<file path="src/bpo_pkg.sv">
// Constants, register map and state types for the bidirectional port block.
// Assumes a 32-bit AXI4-Lite register bus, with registers in the low byte lanes.
package bpo_pkg;

    localparam int unsigned PORT_W = 8;

    // Register byte offsets
    localparam logic [7:0] OFF_D_DATA = 8'h00;
    localparam logic [7:0] OFF_D_DIR  = 8'h04;
    localparam logic [7:0] OFF_D_LAT  = 8'h08;
    localparam logic [7:0] OFF_C_DATA = 8'h0C;
    localparam logic [7:0] OFF_C_DIR  = 8'h10;
    localparam logic [7:0] OFF_C_LAT  = 8'h14;
    localparam logic [7:0] OFF_E_DIR  = 8'h18;
    localparam logic [7:0] OFF_CFG    = 8'h1C;
    localparam logic [7:0] OFF_STAT   = 8'h20;

    // Reset values
    localparam logic [7:0] RST_DIR   = 8'hFF;
    localparam logic [7:0] RST_LAT   = 8'h00;
    localparam logic [7:0] RST_E_DIR = 8'h00;
    localparam logic [7:0] RST_CFG   = 8'h01;

    // Field positions
    localparam int unsigned PSP_EN_BIT    = 4;
    localparam int unsigned CFG_SECOND_CAPTURE_COMPARE_BIT  = 0;
    localparam int unsigned STAT_PSP_BIT  = 0;
    localparam int unsigned STAT_TTL_BIT  = 1;
    localparam int unsigned STAT_SMB_BIT  = 2;

    // Pin positions
    localparam int unsigned PD_PWM_B = 5;
    localparam int unsigned PD_PWM_C = 6;
    localparam int unsigned PD_PWM_D = 7;
    localparam int unsigned PC_SECOND_CAPTURE_COMPARE  = 1;
    localparam int unsigned PC_CCP1  = 2;
    localparam int unsigned PC_SCK   = 3;
    localparam int unsigned PC_SDA   = 4;
    localparam int unsigned PC_SDO   = 5;
    localparam int unsigned PC_TX    = 6;
    localparam int unsigned PC_RX    = 7;

    localparam logic [1:0] RESP_OKAY   = 2'h0;
    localparam logic [1:0] RESP_SLVERR = 2'h2;

    typedef enum logic [1:0] {
        EPWM_SINGLE   = 2'h0,
        EPWM_HALF     = 2'h1,
        EPWM_FULL_FWD = 2'h2,
        EPWM_FULL_REV = 2'h3
    } bpo_epwm_e;

    typedef struct packed {
        logic        awh;
        logic        wh;
        logic [7:0]  awaddr;
        logic        awbad;
        logic [7:0]  wdata;
        logic        wstrb0;
        logic        bvalid;
        logic [1:0]  bresp;
        logic        rvalid;
        logic [31:0] rdata;
        logic [1:0]  rresp;
        logic [7:0]  d_dir;
        logic [7:0]  d_lat;
        logic [7:0]  c_dir;
        logic [7:0]  c_lat;
        logic [7:0]  e_dir;
        logic [7:0]  cfg;
    } bpo_regs_s;

    localparam bpo_regs_s REGS_RST = '{
        awh: 1'b0, wh: 1'b0, awaddr: 8'h00, awbad: 1'b0, wdata: 8'h00, wstrb0: 1'b0,
        bvalid: 1'b0, bresp: RESP_OKAY, rvalid: 1'b0, rdata: 32'h00000000, rresp: RESP_OKAY,
        d_dir: RST_DIR, d_lat: RST_LAT, c_dir: RST_DIR, c_lat: RST_LAT,
        e_dir: RST_E_DIR, cfg: RST_CFG
    };

    typedef struct packed {
        logic [7:0] sync1;
        logic [7:0] sync2;
        logic [7:0] pad_out;
        logic [7:0] pad_oe_n;
    } bpo_mux_s;

    localparam bpo_mux_s MUX_RST = '{
        sync1: 8'h00, sync2: 8'h00, pad_out: 8'h00, pad_oe_n: 8'hFF
    };

endpackage : bpo_pkg

</file>
<file path="src/bpo_pin_if.sv">
// Carrier between the port top and one 8-bit pin multiplexer.
// Assumes both ends run on the same clock.
`timescale 1ns/1ps
interface bpo_pin_if;
    logic [7:0] tris;
    logic [7:0] latch;
    logic [7:0] ovr_dir_en;
    logic [7:0] ovr_dir;
    logic [7:0] ovr_data_en;
    logic [7:0] ovr_data;
    logic [7:0] pad_out;
    logic [7:0] pad_oe_n;
    logic [7:0] level;

    modport mux (
        input  tris,
        input  latch,
        input  ovr_dir_en,
        input  ovr_dir,
        input  ovr_data_en,
        input  ovr_data,
        output pad_out,
        output pad_oe_n,
        output level
    );

    modport ctrl (
        output tris,
        output latch,
        output ovr_dir_en,
        output ovr_dir,
        output ovr_data_en,
        output ovr_data,
        input  pad_out,
        input  pad_oe_n,
        input  level
    );
endinterface : bpo_pin_if

</file>
<file path="src/bpo_pin_mux.sv">
// One 8-bit pin multiplexer: direction and data selection plus input synchroniser.
// Assumes raw pad levels arrive asynchronously; overrides come from aclk logic.
`timescale 1ns/1ps
module bpo_pin_mux
    import bpo_pkg::*;
(
    input  wire logic       aclk,
    input  wire logic       aresetn,
    input  wire logic [7:0] pin_in,
    bpo_pin_if.mux          pins
);

    bpo_mux_s   st_r;
    bpo_mux_s   st_nxt;
    logic [7:0] dir_sel;
    logic [7:0] val_sel;

    genvar gi;
    generate
        for (gi = 0; gi < PORT_W; gi++) begin : g_bit
            // Peripheral owning the direction ignores the direction bit
            assign dir_sel[gi] = pins.ovr_dir_en[gi] ? pins.ovr_dir[gi] : pins.tris[gi];
            assign val_sel[gi] = pins.ovr_data_en[gi] ? pins.ovr_data[gi] : pins.latch[gi];
        end
    endgenerate

    always_comb begin
        st_nxt          = st_r;
        st_nxt.sync1    = pin_in;
        st_nxt.sync2    = st_r.sync1;
        st_nxt.pad_out  = val_sel;
        // Direction 1 leaves the driver off, direction 0 drives
        st_nxt.pad_oe_n = dir_sel;
    end

    always_ff @(posedge aclk) begin
        if (!aresetn) begin
            st_r <= MUX_RST;
        end else begin
            st_r <= st_nxt;
        end
    end

    assign pins.pad_out  = st_r.pad_out;
    assign pins.pad_oe_n = st_r.pad_oe_n;
    // Levels are read regardless of direction
    assign pins.level    = st_r.sync2;

endmodule : bpo_pin_mux

</file>
<file path="src/bpo_port_top.sv">
// Bidirectional 8-bit port with peripheral overrides, plus the shared third port.
// Assumes AXI4-Lite master on aclk; peripheral controls are synchronous to aclk.
// Contract
// - Fourth port: eight pins, per-pin direction
// - Direction one puts pin driver hi-z
// - Direction zero drives latch bit out
// - Latch readable; RMW sees latch, not pins
// - Normal mode uses Schmitt input buffers
// - PWM B, C, D take over pins
// - Reset makes all pins digital inputs
// - Enable bit four makes parallel slave
// - Parallel slave uses TTL input buffers
// - Dual or quad PWM disables parallel slave
// - Serial module output overrides latch data
// - I2C data buffer type set by module
// - Sync master drives clock, slave inputs
// - Receive data through Schmitt input
// - Peripheral-owned direction ignores direction bit
// - Capture two pin chosen by select
// - Direction reads return stored bits
//
// Design decisions made here: the register offsets and register access over AXI4-Lite.
`timescale 1ns/1ps
module bpo_port_top
    import bpo_pkg::*;
(
    input  wire logic        aclk,
    input  wire logic        aresetn,
    input  wire logic [31:0] s_axi_awaddr,
    input  wire logic        s_axi_awvalid,
    output logic             s_axi_awready,
    input  wire logic [31:0] s_axi_wdata,
    input  wire logic [3:0]  s_axi_wstrb,
    input  wire logic        s_axi_wvalid,
    output logic             s_axi_wready,
    output logic [1:0]       s_axi_bresp,
    output logic             s_axi_bvalid,
    input  wire logic        s_axi_bready,
    input  wire logic [31:0] s_axi_araddr,
    input  wire logic        s_axi_arvalid,
    output logic             s_axi_arready,
    output logic [31:0]      s_axi_rdata,
    output logic [1:0]       s_axi_rresp,
    output logic             s_axi_rvalid,
    input  wire logic        s_axi_rready,
    input  wire logic [7:0]  pd_in,
    output logic [7:0]       pd_out,
    output logic [7:0]       pd_oe_n,
    input  wire logic [7:0]  pc_in,
    output logic [7:0]       pc_out,
    output logic [7:0]       pc_oe_n,
    input  wire logic        alt_pin_port_b_bit3_in,
    output logic             alt_pin_port_b_bit3_out,
    output logic             alt_pin_port_b_bit3_oe_n,
    input  wire logic [1:0]  epwm_mode,
    input  wire logic        epwm_shutdown_tristate,
    input  wire logic        enhanced_pwm_out_b,
    input  wire logic        enhanced_pwm_out_c,
    input  wire logic        enhanced_pwm_out_d,
    input  wire logic        psp_read_drive,
    output logic [7:0]       psp_write_data,
    output logic             psp_active,
    output logic             fourth_port_ttl_sel,
    input  wire logic        ssp_spi_en,
    input  wire logic        ssp_sck_master,
    input  wire logic        ssp_sck_out,
    input  wire logic        ssp_sdo,
    input  wire logic        ssp_i2c_en,
    input  wire logic        ssp_scl_low,
    input  wire logic        ssp_sda_low,
    input  wire logic        ssp_i2c_smbus_levels,
    output logic             ssp_sck_in,
    output logic             ssp_sdi,
    output logic             i2c_sda_smbus_buf,
    input  wire logic        usart_en,
    input  wire logic        usart_sync,
    input  wire logic        usart_sync_master,
    input  wire logic        usart_tx,
    input  wire logic        usart_sync_clock_out,
    input  wire logic        usart_sync_data_out,
    input  wire logic        usart_sync_data_drive,
    output logic             usart_rx_in,
    output logic             usart_sync_clock_in,
    input  wire logic        ccp1_out_en,
    input  wire logic        ccp1_out,
    input  wire logic        second_capture_compare_out_en,
    input  wire logic        second_capture_compare_out,
    output logic             ccp1_in,
    output logic             second_capture_compare_in
);

    bpo_regs_s  r;
    bpo_regs_s  n;
    logic [1:0] alt_sync_r;
    logic       second_capture_compare_sel;
    logic       pwm_b_en;
    logic       pwm_cd_en;
    logic [7:0] d_level;
    logic [7:0] c_level;

    bpo_pin_if  d_if ();
    bpo_pin_if  c_if ();

    bpo_pin_mux u_port_d (
        .aclk    (aclk),
        .aresetn (aresetn),
        .pin_in  (pd_in),
        .pins    (d_if.mux)
    );

    bpo_pin_mux u_port_c (
        .aclk    (aclk),
        .aresetn (aresetn),
        .pin_in  (pc_in),
        .pins    (c_if.mux)
    );

    assign d_level = d_if.level;
    assign c_level = c_if.level;

    // Fourth port overrides
    assign pwm_b_en   = (epwm_mode != EPWM_SINGLE);
    assign pwm_cd_en  = (epwm_mode == EPWM_FULL_FWD) || (epwm_mode == EPWM_FULL_REV);
    // Any multi-output PWM mode wins over the slave enable
    assign psp_active = r.e_dir[PSP_EN_BIT] && (epwm_mode == EPWM_SINGLE);
    assign fourth_port_ttl_sel = psp_active;
    assign psp_write_data      = d_level;

    always_comb begin
        d_if.tris        = r.d_dir;
        d_if.latch       = r.d_lat;
        // Parallel slave drives latch on reads, otherwise listens
        d_if.ovr_dir_en  = {8{psp_active}};
        d_if.ovr_dir     = {8{~psp_read_drive}};
        d_if.ovr_data_en = 8'h00;
        d_if.ovr_data    = r.d_lat;
        if (pwm_b_en) begin
            d_if.ovr_data_en[PD_PWM_B] = 1'b1;
            d_if.ovr_data[PD_PWM_B]    = enhanced_pwm_out_b;
            d_if.ovr_dir_en[PD_PWM_B]  = epwm_shutdown_tristate;
            d_if.ovr_dir[PD_PWM_B]     = 1'b1;
        end
        if (pwm_cd_en) begin
            d_if.ovr_data_en[PD_PWM_C] = 1'b1;
            d_if.ovr_data[PD_PWM_C]    = enhanced_pwm_out_c;
            d_if.ovr_dir_en[PD_PWM_C]  = epwm_shutdown_tristate;
            d_if.ovr_dir[PD_PWM_C]     = 1'b1;
            d_if.ovr_data_en[PD_PWM_D] = 1'b1;
            d_if.ovr_data[PD_PWM_D]    = enhanced_pwm_out_d;
            d_if.ovr_dir_en[PD_PWM_D]  = epwm_shutdown_tristate;
            d_if.ovr_dir[PD_PWM_D]     = 1'b1;
        end
    end

    // Third port overrides
    assign second_capture_compare_sel = r.cfg[CFG_SECOND_CAPTURE_COMPARE_BIT];

    always_comb begin
        c_if.tris        = r.c_dir;
        c_if.latch       = r.c_lat;
        c_if.ovr_dir_en  = 8'h00;
        c_if.ovr_dir     = 8'hFF;
        c_if.ovr_data_en = 8'h00;
        c_if.ovr_data    = r.c_lat;
        c_if.ovr_data_en[PC_SECOND_CAPTURE_COMPARE] = second_capture_compare_sel && second_capture_compare_out_en;
        c_if.ovr_data[PC_SECOND_CAPTURE_COMPARE]    = second_capture_compare_out;
        c_if.ovr_data_en[PC_CCP1] = ccp1_out_en;
        c_if.ovr_data[PC_CCP1]    = ccp1_out;
        if (ssp_spi_en) begin
            c_if.ovr_data_en[PC_SCK] = ssp_sck_master;
            c_if.ovr_data[PC_SCK]    = ssp_sck_out;
            c_if.ovr_data_en[PC_SDO] = 1'b1;
            c_if.ovr_data[PC_SDO]    = ssp_sdo;
        end
        if (ssp_i2c_en) begin
            // Bus lines only pull low; release means input
            c_if.ovr_dir_en[PC_SCK]  = 1'b1;
            c_if.ovr_dir[PC_SCK]     = ~ssp_scl_low;
            c_if.ovr_data_en[PC_SCK] = 1'b1;
            c_if.ovr_data[PC_SCK]    = 1'b0;
            c_if.ovr_dir_en[PC_SDA]  = 1'b1;
            c_if.ovr_dir[PC_SDA]     = ~ssp_sda_low;
            c_if.ovr_data_en[PC_SDA] = 1'b1;
            c_if.ovr_data[PC_SDA]    = 1'b0;
        end
        if (usart_en && !usart_sync) begin
            // Direction stays with software for the transmit pin
            c_if.ovr_data_en[PC_TX]  = 1'b1;
            c_if.ovr_data[PC_TX]     = usart_tx;
        end
        if (usart_en && usart_sync) begin
            c_if.ovr_dir_en[PC_TX]   = 1'b1;
            c_if.ovr_dir[PC_TX]      = ~usart_sync_master;
            c_if.ovr_data_en[PC_TX]  = usart_sync_master;
            c_if.ovr_data[PC_TX]     = usart_sync_clock_out;
            c_if.ovr_dir_en[PC_RX]   = usart_sync_data_drive;
            c_if.ovr_dir[PC_RX]      = 1'b0;
            c_if.ovr_data_en[PC_RX]  = usart_sync_data_drive;
            c_if.ovr_data[PC_RX]     = usart_sync_data_out;
        end
    end

    assign pd_out  = d_if.pad_out;
    assign pd_oe_n = d_if.pad_oe_n;
    assign pc_out  = c_if.pad_out;
    assign pc_oe_n = c_if.pad_oe_n;

    // Peripheral inputs from synchronised levels; SMBus buffer select from the I2C controls
    assign ssp_sck_in          = c_level[PC_SCK];
    assign ssp_sdi             = c_level[PC_SDA];
    assign i2c_sda_smbus_buf   = ssp_i2c_en && ssp_i2c_smbus_levels;
    assign usart_rx_in         = c_level[PC_RX];
    assign usart_sync_clock_in = c_level[PC_TX];
    assign ccp1_in             = c_level[PC_CCP1];
    assign second_capture_compare_in             = second_capture_compare_sel ? c_level[PC_SECOND_CAPTURE_COMPARE] : alt_sync_r[1];

    // Alternate capture pin lives here only for its mux
    assign alt_pin_port_b_bit3_out  = second_capture_compare_out;
    assign alt_pin_port_b_bit3_oe_n = ~(!second_capture_compare_sel && second_capture_compare_out_en);

    always_ff @(posedge aclk) begin
        if (!aresetn) begin
            alt_sync_r <= 2'h0;
        end else begin
            alt_sync_r <= {alt_sync_r[0], alt_pin_port_b_bit3_in};
        end
    end

    // Register slave; one write and one read outstanding
    always_comb begin
        n             = r;
        s_axi_awready = !r.awh && !r.bvalid;
        s_axi_wready  = !r.wh && !r.bvalid;
        s_axi_arready = !r.rvalid;
        if (s_axi_awvalid && s_axi_awready) begin
            n.awh    = 1'b1;
            n.awaddr = s_axi_awaddr[7:0];
            n.awbad  = (s_axi_awaddr[31:8] != 24'h000000) || (s_axi_awaddr[1:0] != 2'h0);
        end
        if (s_axi_wvalid && s_axi_wready) begin
            n.wh     = 1'b1;
            n.wdata  = s_axi_wdata[7:0];
            n.wstrb0 = s_axi_wstrb[0];
        end
        if (r.bvalid && s_axi_bready) begin
            n.bvalid = 1'b0;
        end
        if (r.awh && r.wh) begin
            n.awh    = 1'b0;
            n.wh     = 1'b0;
            n.bvalid = 1'b1;
            n.bresp  = RESP_OKAY;
            if (r.awbad) begin
                n.bresp = RESP_SLVERR;
            end else begin
                case (r.awaddr)
                    // Data writes land in the latch, as on real ports
                    OFF_D_DATA, OFF_D_LAT: if (r.wstrb0) n.d_lat = r.wdata;
                    OFF_D_DIR:  if (r.wstrb0) n.d_dir = r.wdata;
                    OFF_C_DATA, OFF_C_LAT: if (r.wstrb0) n.c_lat = r.wdata;
                    OFF_C_DIR:  if (r.wstrb0) n.c_dir = r.wdata;
                    OFF_E_DIR:  if (r.wstrb0) n.e_dir = r.wdata;
                    OFF_CFG:    if (r.wstrb0) n.cfg = r.wdata;
                    OFF_STAT:   n.bresp = RESP_OKAY;
                    default:    n.bresp = RESP_SLVERR;
                endcase
            end
        end
        if (r.rvalid && s_axi_rready) begin
            n.rvalid = 1'b0;
        end
        if (s_axi_arvalid && s_axi_arready) begin
            n.rvalid = 1'b1;
            n.rresp  = RESP_OKAY;
            n.rdata  = 32'h00000000;
            if ((s_axi_araddr[31:8] != 24'h000000) || (s_axi_araddr[1:0] != 2'h0)) begin
                n.rresp = RESP_SLVERR;
            end else begin
                case (s_axi_araddr[7:0])
                    OFF_D_DATA: n.rdata = {24'h000000, d_level};
                    OFF_D_DIR:  n.rdata = {24'h000000, r.d_dir};
                    OFF_D_LAT:  n.rdata = {24'h000000, r.d_lat};
                    OFF_C_DATA: n.rdata = {24'h000000, c_level};
                    OFF_C_DIR:  n.rdata = {24'h000000, r.c_dir};
                    OFF_C_LAT:  n.rdata = {24'h000000, r.c_lat};
                    OFF_E_DIR:  n.rdata = {24'h000000, r.e_dir};
                    OFF_CFG:    n.rdata = {24'h000000, r.cfg};
                    OFF_STAT: begin
                        n.rdata[STAT_PSP_BIT] = psp_active;
                        n.rdata[STAT_TTL_BIT] = fourth_port_ttl_sel;
                        n.rdata[STAT_SMB_BIT] = i2c_sda_smbus_buf;
                    end
                    default:    n.rresp = RESP_SLVERR;
                endcase
            end
        end
    end

    always_ff @(posedge aclk) begin
        if (!aresetn) begin
            r <= REGS_RST;
        end else begin
            r <= n;
        end
    end

    assign s_axi_bvalid = r.bvalid;
    assign s_axi_bresp  = r.bresp;
    assign s_axi_rvalid = r.rvalid;
    assign s_axi_rdata  = r.rdata;
    assign s_axi_rresp  = r.rresp;

endmodule : bpo_port_top

</file>
<file path="config.mk">
export PLATFORM = sky130hd
export DESIGN_NAME = bpo_port_top
export DESIGN_NICKNAME = d
export VERILOG_FILES = /design/src/bpo_pkg.sv /design/src/bpo_pin_if.sv /design/src/bpo_pin_mux.sv /design/src/bpo_port_top.sv
export SDC_FILE = /design/constraint.sdc
export NUM_CORES = 1
export LEC_CHECK = 0
export ABC_AREA = 1
export BUFFER_PORTS_ARGS = -buffer_cell sky130_fd_sc_hd__buf_2
export CAP_MARGIN = 20
export CORE_ASPECT_RATIO = 1.1
export CORE_MARGIN = 3
export CORE_UTILIZATION = 48
export DETAILED_ROUTE_END_ITERATION = 6
export GPL_ROUTABILITY_DRIVEN = 0
export PLACE_DENSITY = 0.75
export SLEW_MARGIN = 20
export SYNTH_ARGS = -nofsm -noshare
export SYNTH_HDL_FRONTEND = slang
export SYNTH_SLANG_ARGS = --single-unit
</file>
<file path="constraint.sdc">
create_clock -name aclk -period 1.8 [get_ports aclk]
set_input_delay 0.36 -clock aclk [delete_from_list [all_inputs] [get_ports aclk]]
set_output_delay 0.36 -clock aclk [all_outputs]
set_load 0.02 [all_outputs]
</file>
==> run metrics <==
routed via count divided by cell count between 4 and 5; number of core rows between 40 and 50; area of the die 13,900 um2; Critical Path AT 1.88 ns; Crit path required time 2.09 ns; critical path fanouts, max 16; sequential element share of the synthesized area about 48%; number of maximum-capacitance violations 0; Total GRT Usage 22.3%; final setup skew between 0.005 and 0.006 ns; count of inserted antenna diode cells 0; TritonCTS clock tree yes; Routed Antenna Nets 0; highest-count cells in the layout ignoring fill and taps sky130_fd_sc_hd__buf_2 (187), sky130_fd_sc_hd__nand2_1 (156), sky130_fd_sc_hd__dfxtp_1 (146); total via count after detailed routing around 5,600; clock latency reported for the late side of the worst-skew pair 0.42 ns; Iter 0 DRT Violations ~270; cell area after technology mapping 6030 um2; result of the run completed; commonest non-fill, non-tap cell in the layout sky130_fd_sc_hd__buf_2; number of sinks handled by clock tree synthesis 146; x dimension of the die 113 um; cells resized by post-CTS repair 0; number of design rule violations left after detail routing 0; number of hold violations in the final report 0; Achievable Freq 0.628 GHz; final count of negative-setup-slack endpoints 0; classification of the worst setup path register to register; H-tree depth 4; chip height between 100 and 150 um; Detailed Route WL approximately 16,000 um; Core Box Area 12,100 um2; IO Pins 242; number of buffers inserted to repair setup after CTS 0; number of buffer cells added on primary ports 188; fin. max-slew vios 0; capturing element type of the critical path register; post-synthesis average cell area 7.52 um2; final critical-path required period 1.59 ns; Critical Path Source Type register; setup repair after global routing missed its margin false; number of detailed-routing iterations run before antenna repair 5; Hold Path Class primary input to register; initial antenna violation count 0; Max Buffers Root-to-Sink 2; number of global-route vias before repair 5,264; initial standard-cell utilization of the core 49.7%; total gr overflow 0; root buffer selected by CTS sky130_fd_sc_hd__clkbuf_16; share of post-route cells with drive strength above 1 25.9%; smallest hold slack 0.120 ns; post-route setup TNS 0 ns; number of synthesized register bits ~150; wire length of the first global-routing pass ~25,000 um; clock-pin slew reported for the worst setup and hold paths after clock tree synthesis 0.06 ns; Worst slew margin roughly 66%; synthesis-to-layout area growth 27.2%; sum of net half-perimeters after detailed placement roughly 12,000 um; Worst-Margin Slew between 0.5 and 0.6 ns; average detailed-routed wire length per instance around 14 um; Yosys warning total 0; cts bufs inserted 17; leakage power summed over all cells 3.91 nW; Layout Cell Area excl Fill 7670 um2; final layout net count roughly 1,100; cell count after synthesis 802; final worst-path cycle share 88.5%; VDD IR max between 0.5 and 0.6 mV; post-place instance area 7020 um2; hold-fix buffer count after cts 0; Power per Cell Area 1030 nW/um2; post-synth cell types 34; maximum number of pins on one net before global-route repair 50
## stage by stage
stage               power, mW  util (%)  cells  setup WS, ns
floorplan                3.88         -    827         0.287
global placement         4.10      57.8   1127        0.0818
detailed placement       4.11      57.8   1127        0.0523
CTS                      7.93      63.2   1159         0.199
global route             8.17      63.2   1159        0.0841
finish                   7.88      63.2   1159         0.207
## power breakdown
group	total [mW]	switching (mW)	internal (mW)
logic	0.646	0.417	0.229
registers	3.40	0.0601	3.34
clock network	3.84	1.35	2.49
## path summary, 6_finish.rpt
path,startpoint,end,slack (ns),cells past startpoint
min,pc_in[1],u_port_c.st_nxt[17],0.12,3
max,r[105],c_if.tris[3],0.21,5
min reg2reg,u_port_d.st_nxt[18],u_port_d.pins.level[2],0.41,2
max reg2reg,r[105],c_if.tris[3],0.21,5
## sequential cells by signal, summed over array words and instances, names as in the netlist, 2 cells and up
register and cells:
u_port_d.pins.level 8, u_port_c.pins.level 8, s_axi_rdata 8, u_port_c.pins.pad_out 8, d_if.latch 8, u_port_c.pins.pad_oe_n 8
c_if.latch 8, u_port_d.pins.pad_out 8, u_port_d.st_nxt 8, r 36, u_port_d.pins.pad_oe_n 8, u_port_c.st_nxt 8
alt_sync_r 2, c_if.tris 8, d_if.tris 8
## synthesized netlist by cell type (all sizes together)
cell type	n	area (um2)
o21a	1	7.51
nor4	8	50.1
nand3	40	210
or2	2	12.5
a221oi	1	8.76
a21oi	63	319
nand3b	1	7.51
nand2	160	611
o21bai	1	7.51
dfxtp	146	2920
nor2	71	284
inv	120	450
buf	46	343
o21ai	81	405
nor3	8	56.3
a211oi	10	75.1
clkinv	2	8.75
conb	1	3.75
o211ai	19	143
nand4	5	46.3
clkbuf	16	60.1
## routing by layer
metal	vias up	routed length, um	global-route usage (%)
li1	2893	-	-
met1	2492	6560	26.4
met2	196	7640	38.5
met3	31	1080	5.83
met4	0	450	9.62
met5	-	0	0
## cell families (layout without fill, tap and decap cells)
logic type	Yosys count	after routing	synth area share [%]
AOI/OAI and AO/OA	176	176	16.0
DFF	146	146	48.5
buffers and inverters	184	362	14.3
other	1	26	0.0622
and+or+nand+nor	295	295	21.2
## final cells by class
type / count / area (um2)
clock buffer: 18 / 439
clock inverter: 14 / 210
fill: 1081 / 4470
inverter: 122 / 459
multi-input combinational: 497 / 2340
sequential: 146 / 2920
tap: 154 / 193
timing repair buffer: 208 / 1110
## critical path: stages (launching register included)
cell	delay, ns
sky130_fd_sc_hd__dfxtp_1	0.39
sky130_fd_sc_hd__nand2_2	0.12
sky130_fd_sc_hd__nor3_4	0.32
sky130_fd_sc_hd__nand3_2	0.38
sky130_fd_sc_hd__nand2_1	0.16
sky130_fd_sc_hd__o211ai_1	0.10
Note: power is estimated with default switching activity, not from simulation.
